--- src/dacc_pkg.sv ---
// Purpose: Constants and types for the dual converter calibration control.
// Assumes: 10 MHz pclk, APB register access, 32-bit data.
// Notes: All offsets, reset values and cycle counts live here.
`default_nettype none
package dacc_pkg;
   // Register byte offsets
   localparam logic [7:0] ADDR_CTRL   = 8'h00;
   localparam logic [7:0] ADDR_CONFIG = 8'h04;
   localparam logic [7:0] ADDR_STATUS = 8'h08;
   // Control register fields
   localparam int CTRL_CAL_BIT  = 0;
   localparam int CTRL_SKIP_BIT = 1;
   localparam int CTRL_CPA_BIT  = 2;
   // Config register fields
   localparam int CFG_SWING_BIT = 0;
   localparam int CFG_EDGE_BIT  = 1;
   localparam int CFG_FSR_BIT   = 2;
   localparam int CFG_DEMUX_BIT = 3;
   // Reset values
   localparam logic [31:0] CTRL_RESET   = 32'h0000_0000;
   localparam logic [31:0] CONFIG_RESET = 32'h0000_0008;
   // Timing
   localparam int CLK_MHZ        = 10;
   localparam int CAL_LOW_CYC    = 80;     // least low cycles before request
   localparam int CAL_HIGH_CYC   = 80;     // least high cycles to request
   localparam int TRIM_CYC       = 1024;   // trim portion length
   localparam int BIAS_CYC       = 4096;   // bias portion length
   localparam int CNT_W          = 16;
   typedef enum logic [3:0] {
      ST_IDLE = 4'b0001,
      ST_TRIM = 4'b0010,
      ST_BIAS = 4'b0100,
      ST_DONE = 4'b1000
   } cal_state_type;
endpackage
`default_nettype wire

--- src/dacc_req_if.sv ---
// Purpose: Carries calibrate-request detection between modules.
// Assumes: Single pclk domain.
// Notes: Detector drives start, sequencer reads it.
`timescale 1ns/1ps
`default_nettype none
interface dacc_req_if;
   logic level;  // Combined calibrate level
   logic start;  // One-cycle request pulse
   modport det (input level, output start);
   modport seq (output level, input start);
endinterface
`default_nettype wire

--- src/dacc_req_det.sv ---
// Purpose: Detects a held low then held high calibrate level.
// Assumes: Input synchronous to pclk.
// Notes: Pulse fires once the high time is met.
`timescale 1ns/1ps
`default_nettype none
module dacc_req_det #(
   parameter int LOW_CYC  = dacc_pkg::CAL_LOW_CYC,
   parameter int HIGH_CYC = dacc_pkg::CAL_HIGH_CYC
) (
   input  wire logic pclk,
   input  wire logic presetn,
   dacc_req_if.det   req
);
   logic [dacc_pkg::CNT_W-1:0] cnt_ff;
   logic                       armed_ff;
   logic                       fired_ff;
   logic                       start_ff;
   wire low_met  = (cnt_ff >= dacc_pkg::CNT_W'(LOW_CYC - 1));
   wire high_met = (cnt_ff >= dacc_pkg::CNT_W'(HIGH_CYC - 1));
   wire prev_lvl;
   logic lvl_ff;
   assign prev_lvl = lvl_ff;
   // Level unchanged since last edge; counts from a prior level never qualify
   wire steady = (req.level == prev_lvl);
   assign req.start = start_ff;
   // Counts cycles at a steady level
   always_ff @(posedge pclk or negedge presetn) begin
      if (!presetn) begin
         cnt_ff   <= '0;
         lvl_ff   <= 1'b1;
         armed_ff <= 1'b0;
         fired_ff <= 1'b0;
         start_ff <= 1'b0;
      end else begin
         lvl_ff   <= req.level;
         start_ff <= 1'b0;
         if (!steady) begin
            cnt_ff <= '0;
            if (req.level) begin
               fired_ff <= 1'b0;
            end else begin
               armed_ff <= 1'b0;                 // Fresh low period counted anew
            end
         end else if (!high_met || !low_met) begin
            cnt_ff <= cnt_ff + 1'b1;
         end
         if (steady && !req.level && low_met) begin
            armed_ff <= 1'b1;
         end
         if (steady && req.level && armed_ff && high_met && !fired_ff) begin
            start_ff <= 1'b1;
            fired_ff <= 1'b1;
            armed_ff <= 1'b0;
         end
      end
   end
endmodule // dacc_req_det
`default_nettype wire

--- src/dacc_top.sv ---
// Purpose: Calibration sequencer, range handling and output control.
// Assumes: APB slave, converter words arrive on pclk.
// Notes: Trim and bias counts are parameters for short simulations.
//
// The register offsets and the APB slave port were left to the implementer.
`timescale 1ns/1ps
`default_nettype none
module dacc_top #(
   parameter int DW       = 8,
   parameter int TRIM_CYC = dacc_pkg::TRIM_CYC,
   parameter int BIAS_CYC = dacc_pkg::BIAS_CYC
) (
   input  wire logic          pclk,
   input  wire logic          presetn,
   input  wire logic          psel,
   input  wire logic          penable,
   input  wire logic          pwrite,
   input  wire logic [7:0]    paddr,
   input  wire logic [31:0]   pwdata,
   output logic      [31:0]   prdata,
   output logic               pready,
   output logic               pslverr,
   input  wire logic          extended_control_enable,
   input  wire logic          power_down_request,
   input  wire logic          cal_pin,
   input  wire logic          output_swing_pin,
   input  wire logic          output_edge_pin,
   input  wire logic          full_scale_pin,
   input  wire logic          demux_pin,
   input  wire logic [DW-1:0] i_sample,
   input  wire logic [DW-1:0] q_sample,
   input  wire logic          i_under,
   input  wire logic          i_over,
   input  wire logic          q_under,
   input  wire logic          q_over,
   output logic      [DW-1:0] i_primary_bus,
   output logic      [DW-1:0] i_delayed_bus,
   output logic      [DW-1:0] q_primary_bus,
   output logic      [DW-1:0] q_delayed_bus,
   output logic               out_of_range,
   output logic               output_data_clock,
   output logic               output_swing_select,
   output logic               output_edge_select,
   output logic               full_scale_select,
   output logic               calibration_active,
   output logic               trim_active
);
   logic [31:0] ctrl_ff;
   logic [31:0] config_ff;
   logic [31:0] prdata_ff;
   logic        pslverr_ff;
   logic        pready_ff;
   dacc_pkg::cal_state_type state_ff, nxt_state;
   logic [dacc_pkg::CNT_W-1:0] cnt_ff, nxt_cnt;
   logic        phase_ff;
   logic [DW-1:0] ip_ff, id_ff, qp_ff, qd_ff, ihold_ff, qhold_ff;
   logic        or_ff, output_data_clock_ff, swing_ff, edge_ff, fsr_ff, act_ff, trim_ff;

   // APB decode
   wire wr_en    = psel && penable && pwrite;
   wire hit_ctrl = (paddr == dacc_pkg::ADDR_CTRL);
   wire hit_cfg  = (paddr == dacc_pkg::ADDR_CONFIG);
   wire hit_stat = (paddr == dacc_pkg::ADDR_STATUS);
   wire unmapped = !(hit_ctrl || hit_cfg || hit_stat);
   wire [31:0] status_word = {28'h0, state_ff};
   wire [31:0] rd_mux = hit_ctrl ? ctrl_ff :
                        hit_cfg  ? config_ff :
                        hit_stat ? {status_word[31:5], act_ff, status_word[3:0]} : 32'h0;

   // Effective settings: registers in extended mode
   wire ext      = extended_control_enable;
   wire cal_bit  = ctrl_ff[dacc_pkg::CTRL_CAL_BIT];
   wire skip_bit = ctrl_ff[dacc_pkg::CTRL_SKIP_BIT];
   wire cpa_bit  = ctrl_ff[dacc_pkg::CTRL_CPA_BIT];
   wire eff_swing = ext ? config_ff[dacc_pkg::CFG_SWING_BIT] : output_swing_pin;
   wire eff_edge  = ext ? config_ff[dacc_pkg::CFG_EDGE_BIT] : output_edge_pin;
   wire eff_fsr   = ext ? config_ff[dacc_pkg::CFG_FSR_BIT] : full_scale_pin;
   wire eff_demux = ext ? config_ff[dacc_pkg::CFG_DEMUX_BIT] : demux_pin;

   // Calibrate request: pin or register bit, same qualification
   dacc_req_if req_if ();
   assign req_if.level = ext ? cal_bit : cal_pin;
   dacc_req_det u_det (
      .pclk    (pclk),
      .presetn (presetn),
      .req     (req_if)
   );

   // Request acceptance
   wire cal_allowed = !power_down_request && (!cpa_bit || skip_bit);
   wire go          = req_if.start && cal_allowed;
   wire do_trim     = !(ext && skip_bit);

   // Saturated codes per channel
   wire [DW-1:0] i_code = i_under ? {DW{1'b0}} : i_over ? {DW{1'b1}} : i_sample;
   wire [DW-1:0] q_code = q_under ? {DW{1'b0}} : q_over ? {DW{1'b1}} : q_sample;
   wire          any_or = i_under || i_over || q_under || q_over;

   // Sequencer next state
   always_comb begin
      nxt_state = state_ff;
      nxt_cnt   = cnt_ff;
      case (state_ff)
         dacc_pkg::ST_IDLE: begin
            nxt_cnt = '0;
            if (go) begin
               nxt_state = do_trim ? dacc_pkg::ST_TRIM : dacc_pkg::ST_BIAS;
            end
         end
         dacc_pkg::ST_TRIM: begin
            if (power_down_request) begin
               nxt_state = dacc_pkg::ST_IDLE;
            end else if (cnt_ff == dacc_pkg::CNT_W'(TRIM_CYC - 1)) begin
               nxt_state = dacc_pkg::ST_BIAS;
               nxt_cnt   = '0;
            end else begin
               nxt_cnt = cnt_ff + 1'b1;
            end
         end
         dacc_pkg::ST_BIAS: begin
            if (power_down_request) begin
               nxt_state = dacc_pkg::ST_IDLE;
            end else if (cnt_ff == dacc_pkg::CNT_W'(BIAS_CYC - 1)) begin
               nxt_state = dacc_pkg::ST_DONE;
               nxt_cnt   = '0;
            end else begin
               nxt_cnt = cnt_ff + 1'b1;
            end
         end
         dacc_pkg::ST_DONE: begin
            nxt_state = dacc_pkg::ST_IDLE;
         end
         default: begin
            nxt_state = dacc_pkg::ST_IDLE;
            nxt_cnt   = '0;
         end
      endcase
   end

   wire running  = (nxt_state == dacc_pkg::ST_TRIM) || (nxt_state == dacc_pkg::ST_BIAS);
   wire trimming = (nxt_state == dacc_pkg::ST_TRIM);

   // APB register writes; calibrate bit kept until software clears it
   always_ff @(posedge pclk or negedge presetn) begin
      if (!presetn) begin
         ctrl_ff   <= dacc_pkg::CTRL_RESET;
         config_ff <= dacc_pkg::CONFIG_RESET;
      end else if (wr_en && hit_ctrl) begin
         ctrl_ff   <= {29'h0, pwdata[2:0]};
      end else if (wr_en && hit_cfg) begin
         config_ff <= {28'h0, pwdata[3:0]};
      end
   end

   // APB read data and error
   always_ff @(posedge pclk or negedge presetn) begin
      if (!presetn) begin
         prdata_ff  <= 32'h0;
         pslverr_ff <= 1'b0;
         pready_ff  <= 1'b0;
      end else begin
         prdata_ff  <= (psel && !penable && !pwrite) ? rd_mux : prdata_ff;
         pslverr_ff <= psel && !penable && unmapped;    // Stands in the access cycle
         pready_ff  <= 1'b1;                            // Zero wait states
      end
   end
   assign prdata  = prdata_ff;
   assign pready  = pready_ff;
   assign pslverr = pslverr_ff;

   // Sequencer state
   always_ff @(posedge pclk or negedge presetn) begin
      if (!presetn) begin
         state_ff    <= dacc_pkg::ST_IDLE;
         cnt_ff      <= '0;
      end else begin
         state_ff    <= nxt_state;   // no automatic run after reset
         cnt_ff      <= nxt_cnt;
      end
   end

   // Demux phase toggles each sample
   always_ff @(posedge pclk or negedge presetn) begin
      if (!presetn) begin
         phase_ff <= 1'b0;
      end else if (!trimming) begin
         phase_ff <= eff_demux ? !phase_ff : 1'b0;
      end
   end

   // Output words and flag
   always_ff @(posedge pclk or negedge presetn) begin
      if (!presetn) begin
         ip_ff    <= '0;
         id_ff    <= '0;
         qp_ff    <= '0;
         qd_ff    <= '0;
         ihold_ff <= '0;
         qhold_ff <= '0;
         or_ff    <= 1'b0;
      end else if (!trimming) begin
         or_ff <= any_or;
         if (!eff_demux) begin
            ip_ff <= i_code;
            qp_ff <= q_code;
         end else if (!phase_ff) begin
            ihold_ff <= i_code;
            qhold_ff <= q_code;
         end else begin
            id_ff <= ihold_ff;
            qd_ff <= qhold_ff;
            ip_ff <= i_code;
            qp_ff <= q_code;
         end
      end
   end

   // Output clock, settings and active flags
   always_ff @(posedge pclk or negedge presetn) begin
      if (!presetn) begin
         output_data_clock_ff  <= 1'b0;
         swing_ff <= 1'b0;
         edge_ff  <= 1'b0;
         fsr_ff   <= 1'b0;
         act_ff   <= 1'b0;
         trim_ff  <= 1'b0;
      end else begin
         output_data_clock_ff  <= trimming ? 1'b0 : (eff_demux ? !phase_ff : !output_data_clock_ff);
         swing_ff <= eff_swing;
         edge_ff  <= eff_edge;
         fsr_ff   <= eff_fsr;
         act_ff   <= running;
         trim_ff  <= trimming;
      end
   end

   assign i_primary_bus       = ip_ff;
   assign i_delayed_bus       = id_ff;
   assign q_primary_bus       = qp_ff;
   assign q_delayed_bus       = qd_ff;
   assign out_of_range        = or_ff;
   assign output_data_clock   = output_data_clock_ff;
   assign output_swing_select = swing_ff;
   assign output_edge_select  = edge_ff;
   assign full_scale_select   = fsr_ff;
   assign calibration_active  = act_ff;
   assign trim_active         = trim_ff;
endmodule // dacc_top
`default_nettype wire

--- config.mk ---
export PLATFORM = sky130hd
export DESIGN_NAME = dacc_top
export DESIGN_NICKNAME = d
export VERILOG_FILES = /design/src/dacc_pkg.sv /design/src/dacc_req_if.sv /design/src/dacc_req_det.sv /design/src/dacc_top.sv
export SDC_FILE = /design/constraint.sdc
export NUM_CORES = 1
export LEC_CHECK = 0
export BUFFER_PORTS_ARGS = -buffer_cell sky130_fd_sc_hd__buf_4
export CORE_MARGIN = 2
export CORE_UTILIZATION = 27
export DETAILED_ROUTE_END_ITERATION = 10
export SYNTH_ARGS = -nofsm -noshare
export SYNTH_HDL_FRONTEND = slang
export SYNTH_SLANG_ARGS = --single-unit
--- constraint.sdc ---
create_clock -name pclk -period 5.3 [get_ports pclk]
set_input_delay 1.325 -clock pclk [delete_from_list [all_inputs] [get_ports pclk]]
set_output_delay 1.325 -clock pclk [all_outputs]
set_load 0.03 [all_outputs]
Word level (Yosys, flattened, before mapping)
Index checks and enable logic that the tools add are counted.
{"block": "word_totals", "input_bits": 72, "register_bits": 137, "output_inout_bits": 73}
{"block": "classes", "n_lt_le_gt_ge": 1, "addsub": 2, "reduce_logical": 41, "bitwise": 4, "n_eq_ne": 18, "n_mux": 41}
{"cell": "$mux 16", "count": 6}
{"cell": "$mux 8", "count": 8}
{"cell": "$pmux 16 s3", "count": 1}
{"cell": "$add 16x1->16 const B", "count": 2}
{"cell": "$mux 4", "count": 5}
{"cell": "$eq 16x10->1 const B", "count": 1}
{"cell": "$eq 16x12->1 const B", "count": 1}
{"cell": "$ge 16x7->1 const B", "count": 1}
{"cell": "$logic_and 1x1->1", "count": 16}
{"cell": "$mux 1", "count": 16}
{"cell": "$mux 5", "count": 3}
{"cell": "$pmux 4 s3", "count": 1}
{"cell": "$ne 2x2->1 const B", "count": 5}
{"cell": "$logic_not 1->1", "count": 9}
{"cell": "$reduce_and 3->1", "count": 3}
{"cell": "$eq 4x2->1 const B", "count": 2}
{"cell": "$eq 4x3->1 const B", "count": 2}
{"cell": "$eq 8x3->1 const B", "count": 1}
{"cell": "$eq 8x4->1 const B", "count": 1}
{"cell": "$logic_not 8->1", "count": 1}
{"cell": "$reduce_and 2->1", "count": 4}
{"cell": "$logic_or 1x1->1", "count": 7}
{"cell": "$ne 3x3->1 const B", "count": 2}
{"cell": "$eq 4x1->1 const B", "count": 1}
{"cell": "5 further kinds", "count": 8}

Logic depth before layout (Yosys ltp)
Gate-level depths: netlist of the first run.
{"block": "logic_depth", "ltp_word": 9, "depth_mapped": 7, "depth_no_buf": 6}

Modules after synthesis
Synthesis of the first run repeated with hierarchy kept, for this count alone.
{"block": "hier_totals", "hier_cells": 462, "area_unflattened_um2": 5241.3}
{"module": "dacc_top", "area_each_um2": 4351.7, "instances": 1, "cells_each": 386, "seq_area_each_um2": 2254.7}
{"module": "dacc_req_det", "area_each_um2": 889.6, "instances": 1, "cells_each": 76, "seq_area_each_um2": 501.7}

Least setup slack after synthesis of the first run
No wires, ideal clock.
{"block": "synth_path", "path_kind": "in2reg", "startpoint": "input extended_control_enable", "endpoint": "register id_ff[6], in the netlist i_delayed_bus[6]", "setup_ns": 0.125, "arrival_time_ns": 2.804, "path_stages": 7, "slack_ns": 2.370, "path_cell_list": "clkbuf_1 a21oi_1 nand4b_1 o21ai_4 nor3b_4 buf_12 mux2_4"}
{"block": "synth_between", "elab_chain_cells": 7, "elab_cells_between_ends": 8}
{"item": "start, declared", "line": "dacc_top.sv:23", "source": "input wire logic extended_control_enable,"}
{"item": "$logic_and 1x1->1", "line": "dacc_top.sv:92", "source": "wire do_trim = !(ext && skip_bit);"}
{"item": "$mux 3", "line": "dacc_top.sv:107", "source": "nxt_state = do_trim ? dacc_pkg::ST_TRIM : dacc_pkg::ST_BIAS;"}
{"item": "$mux 4", "line": "dacc_top.sv:106", "source": "if (go) begin"}
{"item": "$pmux 4 s3", "line": "dacc_top.sv:103", "source": "case (state_ff)"}
{"item": "via nxt_state[1]", "line": "dacc_top.sv:53", "source": "dacc_pkg::cal_state_type state_ff, nxt_state;"}
{"item": "$eq 4x2->1", "line": "dacc_top.sv:141", "source": "wire trimming = (nxt_state == dacc_pkg::ST_TRIM);"}
{"item": "$not 1->1 (no source line)"}
{"item": "$reduce_and 3->1 (no source line)"}
{"item": "end signal, assigned", "line": "dacc_top.sv:210", "source": "id_ff <= ihold_ff;"}
{"item": "end, declared", "line": "dacc_top.sv:56", "source": "logic [DW-1:0] ip_ff, id_ff, qp_ff, qd_ff, ihold_ff, qhold_ff;"}
The timed path passes the listed nets, and every way through them passes these cells.
A chain may end at the register's enable or synchronous reset.

Final worst setup path of the first run
{"block": "layout_path", "startpoint": "register cnt_ff[12] (netlist bit)", "endpoint": "register id_ff[5], in the netlist i_delayed_bus[5]"}
{"block": "layout_between", "elab_chain_cells": 7, "elab_cells_between_ends": 10}
{"item": "start, declared", "line": "dacc_top.sv:54", "source": "logic [dacc_pkg::CNT_W-1:0] cnt_ff, nxt_cnt;"}
{"item": "start signal, assigned", "line": "dacc_top.sv:178", "source": "cnt_ff <= nxt_cnt;"}
{"item": "$eq 16x12->1 / $eq 16x10->1 (equally long branches)", "line": "dacc_top.sv:123, dacc_top.sv:113"}
{"item": "$mux 4 (on tied branches)", "line": "dacc_top.sv:123, dacc_top.sv:113"}
{"item": "$mux 4 (on tied branches)", "line": "dacc_top.sv:121, dacc_top.sv:111"}
{"item": "$pmux 4 s3 (*)", "line": "dacc_top.sv:103"}
{"item": "via nxt_state[1]", "line": "dacc_top.sv:53"}
{"item": "$eq 4x2->1 (*)", "line": "dacc_top.sv:141"}
{"item": "$not 1->1 (no source line) (*)"}
{"item": "$reduce_and 3->1 (no source line) (*)"}
Mark *: on every way through the listed nets, which the timed path passes. The rest lies on a longest branch.

==> flow_metrics.env, run 1 <==
export IMPL_dieArea_um2=20000
export IMPL_post_cts_resized=0
export IMPL_setup_viol_count_final=0
export IMPL_synth_adder_area_share_pct=0.982
export IMPL_cts_buffers_inserted=9
export IMPL_synth_area_mux_share_pct=7.66
export IMPL_track_usage_pct=11.7
export IMPL_cts_htree_levels=3
export IMPL_final_util_pct=33.3
export IMPL_synthFlopType="dfrtp_1"
export IMPL_synth_xor_area_share_pct=1.03
export IMPL_slew_headroom_pct=25.5
export IMPL_initial_antenna_violation_count=0
export IMPL_maxCapViolations=0
export IMPL_syn_cell_area_um2=5100
export IMPL_layout_setup_ws_ns=2.18
export IMPL_post_cts_setup_buffers=0
export IMPL_power_density_over_the_cells_nw_per_um2=328
export IMPL_async_flop_share_pct=100
export IMPL_ir_drop_mv=0.145
export IMPL_drt_first_iter_violations=156
export IMPL_wire_length_of_the_first_global_routing_pass_mm=18.6
export IMPL_tightest_slew_ns=1.12
export IMPL_clock_latency_ns=0.35
export IMPL_cts_reportedPaths_clkPinSlew_ns=0.08
export IMPL_cellLeakagePower_nw=2.86
export IMPL_rrSetupSlack_ns=2.18
export IMPL_fin_tns_setup_ns=0
export IMPL_fmax_mhz=321
export IMPL_postSynthCellCount=479
export IMPL_overall_via_count_from_detail_route=3686
export IMPL_critPathArrivalTime_ns=3.35
export IMPL_worst_endpoint_required_ns=5.54
export IMPL_io_pins=145
export IMPL_share_of_the_clock_period_used_by_the_worst_path_after_layout_pct=58.9
export IMPL_type_of_the_worst_setup_path="flop to flop"
export IMPL_combinational_family_with_the_most_area_after_synthesis="simple AND/OR/NAND/NOR gates"
export IMPL_die_extent_in_x_um=141
export IMPL_fraction_of_the_yosys_area_taken_by_sequential_cells_pct=54.1
export IMPL_outcome="complete, no violations"
export IMPL_gp_congestion=0.769
export IMPL_grt_pass1_vias=3576
export IMPL_synthesis_yosys_warnings=0
export IMPL_grt_setup_unrepaired="no"
export IMPL_final_setup_skew_ns=0.00926
export IMPL_timing_final_max_slew_violations=0
export IMPL_worst_path_max_fanout=16
export IMPL_yosysTopAreaCell="dfrtp_1"
export IMPL_num_rows=50
export IMPL_syn_mean_instance_area_um2=10.6
export IMPL_antenna_left=0
export IMPL_root_buffer="clkbuf_16"
export IMPL_initial_core_util_pct=27.3
export IMPL_maximum_buffer_depth_of_the_clock_tree=2
export IMPL_n_diodes=0
export IMPL_post_synth_top_area_fraction_pct=52.5
export IMPL_yosys_area_share_simple_pct=16.7
export IMPL_worst_slack_placed_ns=1.87
export IMPL_clock_sinks=110
export IMPL_postCtsHoldBufs=0
export IMPL_wire_per_inst_um=14.2
export IMPL_routed_wirelength_mm=11.3
export IMPL_synth_seq_cells=110
export IMPL_cp_end_kind="flop"
export IMPL_grt_overflow=0
export IMPL_grt_max_degree=43
export IMPL_post_route_cells_drive_above_1_share_pct=26.1
export IMPL_detailedRoute_firstPassIterationCount=4
export IMPL_period_needed_ns=3.12
export IMPL_critPathLaunchType="flop"
export IMPL_vias_per_cell=4.60
export IMPL_buffer_ports_inserted=89
export IMPL_detail_route_drc_violations=0
export IMPL_place_detailed_hpwl_mm=8.04
export IMPL_core_um2=18600
export IMPL_flow_area_growth_from_synthesis_pct=21.6
export IMPL_cts_tree="done"
export IMPL_die_h_um=141
export IMPL_synth_compound_area_share_pct=13.0
export IMPL_final_net_count=638
export IMPL_yosys_top_cells_area="dfrtp_1 53%, o21ai_0 4.9%, nand2_1 4.3%"
export IMPL_holdCritPathClass="flop to flop"
export IMPL_ys_types=56
export IMPL_synth_edf_count=0
export IMPL_hold_viol_final=0
[cell type report]
class / count / area [um^2]
clock buffers: 10 / 239
multi-input cells: 339 / 2110
flip-flops and latches: 110 / 2760
repair buffers: 94 / 706
fillers: 1899 / 12400
well taps: 234 / 293
inverters: 8 / 30.0
clock inverters: 6 / 67.6
[per-layer routing]
metal | up-vias | GRT usage (%) | routed length, um
li1 | 1807 | - | -
met1 | 1755 | 16.2 | 5450
met2 | 114 | 17.9 | 5000
met3 | 10 | 3.48 | 783
met4 | 0 | 2.89 | 106
met5 | - | 0 | 0
[synthesized netlist by cell type, drive strengths merged, types with 7 or more instances]
cell / instances
a21oi: 10
and3: 7
buf: 31
clkbuf: 17
dfrtp: 107
inv: 8
mux2: 26
nand2: 58
nand3: 16
nand4: 8
nor2: 23
nor2b: 11
nor3: 7
o21ai: 51
o21bai: 16
[logic make-up (layout without fill, tap and decap cells)]
group	Yosys count	count (layout)
compound gates	106	106
other cells	2	28
mux	32	32
buf+inv	56	118
fa+ha+maj	4	4
xor+xnor	6	6
flops	110	110
simple gates	163	163
[placed cells by master (no fill, tap or decap), types with 8 or more instances in the layout]
master | Yosys | final
a21oi_1 | 10 | 10
buf_4 | 27 | 94
clkbuf_16 | 0 | 9
conb_1 | 2 | 28
dfrtp_1 | 107 | 107
inv_1 | 8 | 8
mux2_2 | 16 | 16
mux2_4 | 10 | 10
nand2_1 | 58 | 58
nand3_1 | 16 | 16
nor2_1 | 23 | 23
nor2b_1 | 11 | 11
o21ai_0 | 50 | 50
o21bai_1 | 16 | 16
[flip-flops by register name (all words and copies together) (netlist names), 3 cells and up]
| signal | flops |
|---|---|
| qhold_ff | 8 |
| q_delayed_bus | 8 |
| ihold_ff | 8 |
| u_det.cnt_ff | 16 |
| q_primary_bus | 8 |
| i_primary_bus | 8 |
| state_ff | 4 |
| ctrl_ff | 3 |
| config_ff | 4 |
| cnt_ff | 16 |
| prdata | 5 |
| i_delayed_bus | 8 |
[worst max-delay path, stage by stage (launching register included)]
cell	delay, ns
dfrtp_1	0.43
or4_1	0.68
nor4_4	0.40
o21ai_4	0.14
nor3b_4	0.92
mux2_2	0.42
[report_power, final]
| group | internal (mW) | switching (mW) | leakage [nW] |
|---|---|---|---|
| logic | 0.149 | 0.223 | 1.27 |
| clock network | 0.382 | 0.318 | 0.145 |
| registers | 0.915 | 0.0459 | 1.45 |
| total | 1.45 | 0.587 | 2.86 |
[per-stage QoR]
step	hold slack, ns	cell area [um^2]	std cells	power (mW)
floorplan	0.444	5200	505	1.21
global placement	0.463	5900	785	1.35
detailed placement	0.469	5900	785	1.36
CTS	0.486	6200	801	2.07
global route	0.507	6200	801	2.13
finish	0.481	6200	801	2.03
[worst paths after layout]
path | startpoint | end | cells past startpoint
max | cnt_ff[12]$_DFFE_PN0P_ | i_delayed_bus[5]$_DFFE_PN0P_ | 5
min | qhold_ff[2]$_DFFE_PN0P_ | qhold_ff[2]$_DFFE_PN0P_ | 2
max reg2reg | cnt_ff[12]$_DFFE_PN0P_ | i_delayed_bus[5]$_DFFE_PN0P_ | 5
min reg2reg | qhold_ff[2]$_DFFE_PN0P_ | qhold_ff[2]$_DFFE_PN0P_ | 2
max in group asynchronous | presetn | state_ff[0]$_DFF_PN1_ | 2
min in group asynchronous | presetn | q_delayed_bus[5]$_DFFE_PN0P_ | 1
(Power assumes the default switching activity.)
==> run 2: changes to the inputs <==
--- a/config.mk
+++ b/config.mk
@@ -5,6 +5,7 @@
 export SDC_FILE = /design/constraint.sdc
 export NUM_CORES = 1
 export LEC_CHECK = 0
+export ABC_AREA = 1
 export BUFFER_PORTS_ARGS = -buffer_cell sky130_fd_sc_hd__buf_4
 export CORE_MARGIN = 2
 export CORE_UTILIZATION = 27
==> constraint.sdc (replaced) <==
create_clock -name pclk -period 2.9 [get_ports pclk]
set_input_delay 0.725 -clock pclk [delete_from_list [all_inputs] [get_ports pclk]]
set_output_delay 0.725 -clock pclk [all_outputs]
set_load 0.03 [all_outputs]
==> flow_metrics.env, run 2 <==
export IMPL_outcome="complete, no violations"
export IMPL_cts_tree="done"
export IMPL_post_cts_setup_buffers=0
export IMPL_synth_seq_cells=110
export IMPL_initial_antenna_violation_count=0
export IMPL_maxCapViolations=0
export IMPL_buffer_ports_inserted=89
export IMPL_grt_setup_unrepaired="no"
export IMPL_yosysTopAreaCell="dfrtp_1"
export IMPL_synth_compound_area_share_pct=3.13
export IMPL_seq_area_um2=2760
export IMPL_core_um2=20200
export IMPL_cpLargestDelayFamily="simple AND/OR/NAND/NOR gates"
export IMPL_drt_first_iter_violations=266
export IMPL_root_buffer="clkbuf_16"
export IMPL_cts_buffers_inserted=9
export IMPL_postSynthCellCount=679
export IMPL_final_net_count=837
export IMPL_wire_length_of_the_first_global_routing_pass_mm=21.2
export IMPL_ir_drop_mv=0.262
export IMPL_clock_latency_ns=0.35
export IMPL_yosys_top_cells_area="dfrtp_1 48%, nand2_1 14%, nor2_1 6.8%"
export IMPL_syn_cell_area_um2=5560
export IMPL_setup_viol_count_final=0
export IMPL_placed_cell_area_um2=6370
export IMPL_worst_slack_placed_ns=0.550
export IMPL_final_cell_mix="204 x nand2_1, 107 x dfrtp_1, 100 x nor2_1, 94 x buf_4, 58 x nand4_1"
export IMPL_synth_cells_most_frequent="204 x nand2_1, 107 x dfrtp_1, 100 x nor2_1"
export IMPL_io_pins=145
export IMPL_synthFlopType="dfrtp_1"
export IMPL_routed_wirelength_mm=12.8
export IMPL_slew_headroom_pct=57.6
export IMPL_cp_num_buf_inv=1
export IMPL_post_cts_resized=0
export IMPL_postLayoutCellArea_um2=6700
export IMPL_synth_most_common_cell="nand2_1"
export IMPL_fmax_mhz=454
export IMPL_antenna_left=0
export IMPL_flow_area_growth_from_synthesis_pct=20.6
export IMPL_detail_route_drc_violations=0
export IMPL_grt_pass1_vias=4185
export IMPL_stdcell_count=1036
export IMPL_syn_mean_instance_area_um2=8.19
export IMPL_fillerInstances=2121
export IMPL_dieArea_um2=21800
export IMPL_holdCritPathClass="input port to async pin"
export IMPL_initial_core_util_pct=27.5
export IMPL_power_density_over_the_cells_nw_per_um2=587
export IMPL_critPathLaunchType="flop"
export IMPL_grt_max_degree=53
export IMPL_track_usage_pct=12.1
export IMPL_cp_end_kind="flop"
export IMPL_synthesis_yosys_warnings=0
export IMPL_postCtsHoldBufs=0
export IMPL_place_detailed_hpwl_mm=9.50
export IMPL_final_setup_skew_ns=0.0107
export IMPL_fraction_of_the_yosys_area_taken_by_sequential_cells_pct=49.6
export IMPL_critical_path_slowest_cell="nand4_4"
export IMPL_final_common_cell="nand2_1"
export IMPL_worst_path_largest_cell_delay_ns=0.49
export IMPL_cellLeakagePower_nw=3.36
export IMPL_synth_xor_area_share_pct=1.42
export IMPL_post_route_cells_drive_above_1_share_pct=18.9
export IMPL_multi_input_comb_area_um2=2360
export IMPL_worst_path_max_fanout=37
export IMPL_critPathArrivalTime_ns=2.45
export IMPL_num_rows=52
export IMPL_placed_cells=1020
export IMPL_timing_critical_path_cells="ha_1, nand3_1, nor2_4, nand2_2, nand4_4, buf_4, nand4_1, nand2_1"
export IMPL_die_extent_in_x_um=147
export IMPL_layout_setup_ws_ns=0.695
export IMPL_largestRegisters="cnt_ff x16, u_det.cnt_ff x16"
export IMPL_combinational_family_with_the_most_area_after_synthesis="simple AND/OR/NAND/NOR gates"
export IMPL_detailedRoute_firstPassIterationCount=5
export IMPL_type_of_the_worst_setup_path="flop to flop"
export IMPL_die_h_um=147
export IMPL_share_of_the_clock_period_used_by_the_worst_path_after_layout_pct=76.0
export IMPL_ys_types=36
export IMPL_overall_via_count_from_detail_route=4453
export IMPL_period_needed_ns=2.20
export IMPL_synth_edf_count=0
export IMPL_hold_viol_final=0
export IMPL_yosys_area_share_simple_pct=34.5
export IMPL_async_flop_share_pct=100
export IMPL_timing_final_max_slew_violations=0
export IMPL_synth_area_mux_share_pct=0.608
export IMPL_cts_htree_levels=3
export IMPL_post_synth_top_area_fraction_pct=48.2
export IMPL_vias_per_cell=4.30
export IMPL_gp_congestion=0.808
export IMPL_grt_overflow=0
export IMPL_worst_endpoint_required_ns=3.15
export IMPL_n_diodes=0
export IMPL_clock_sinks=110
export IMPL_maximum_buffer_depth_of_the_clock_tree=2
export IMPL_fin_tns_setup_ns=0
export IMPL_tightest_slew_ns=0.635
export IMPL_cts_reportedPaths_clkPinSlew_ns=0.07
export IMPL_wire_per_inst_um=12.4
export IMPL_synth_adder_area_share_pct=0.900
-- run 2: cell families (layout without fill, tap and decap cells) --
kind of cell             count (synthesis)  after routing
adder cells (fa/ha/maj)                  4              4
flip-flops                             110            110
AO/OA/AOI/OAI                           31             31
AND/OR/NAND/NOR                        419            419
other                                    2             28
buffers and inverters                  101            162
XOR/XNOR                                 9              9
multiplexers                             3              3
-- run 2: area by class of cell --
type | count | share of cell area, %
clock buffer | 10 | 3.57
clock inverter | 6 | 1.38
inverter | 51 | 2.86
sequential | 110 | 41.1
tap | 270 | 5.04
multi-input combinational | 494 | 35.2
timing repair buffer | 95 | 10.8
-- run 2: power by group --
part	switching (mW)	total [mW]	internal (mW)
clock	0.580	1.37	0.786
sequential	0.104	1.79	1.68
combinational	0.513	0.779	0.266
-- run 2: per-layer routing --
metal  track usage, %  wire length, um
met2             19.1             5910
met1             16.7             6190
met5                0                0
met4             4.38              140
met3             1.98              589
-- run 2: worst paths after layout --
path                       cells after the start                     from  slack, ns                       to
setup / recovery                               8    cnt_ff[0]$_DFFE_PN0P_       0.70  ihold_ff[4]$_DFFE_PN0P_
hold / removal                                 1                  presetn       0.34         pready$_DFF_PN0_
min in group pclk                              2  ihold_ff[4]$_DFFE_PN0P_       0.48  ihold_ff[4]$_DFFE_PN0P_
max in group asynchronous                      2                  presetn       1.85   u_det.lvl_ff$_DFF_PN1_
setup reg to reg                               8    cnt_ff[0]$_DFFE_PN0P_       0.70  ihold_ff[4]$_DFFE_PN0P_
hold reg to reg                                2  ihold_ff[4]$_DFFE_PN0P_       0.48  ihold_ff[4]$_DFFE_PN0P_
-- run 2: metrics by stage --
step	hold WS [ns]	util [%]	total power, mW
after global placement	0.459	31.5	2.60
after global routing	0.389	33.1	4.13
after floorplan	0.429	-	2.30
final	0.341	33.1	3.93
after detailed placement	0.462	31.5	2.61
after CTS	0.357	33.1	4.00
-- run 2: worst reg2reg max path, cell delays in order (launching register included) --
cell	delay [ns]
dfrtp_1	0.41
ha_1	0.25
nand3_1	0.15
nor2_4	0.07
nand2_2	0.11
nand4_4	0.49
buf_4	0.44
nand4_1	0.11
nand2_1	0.06
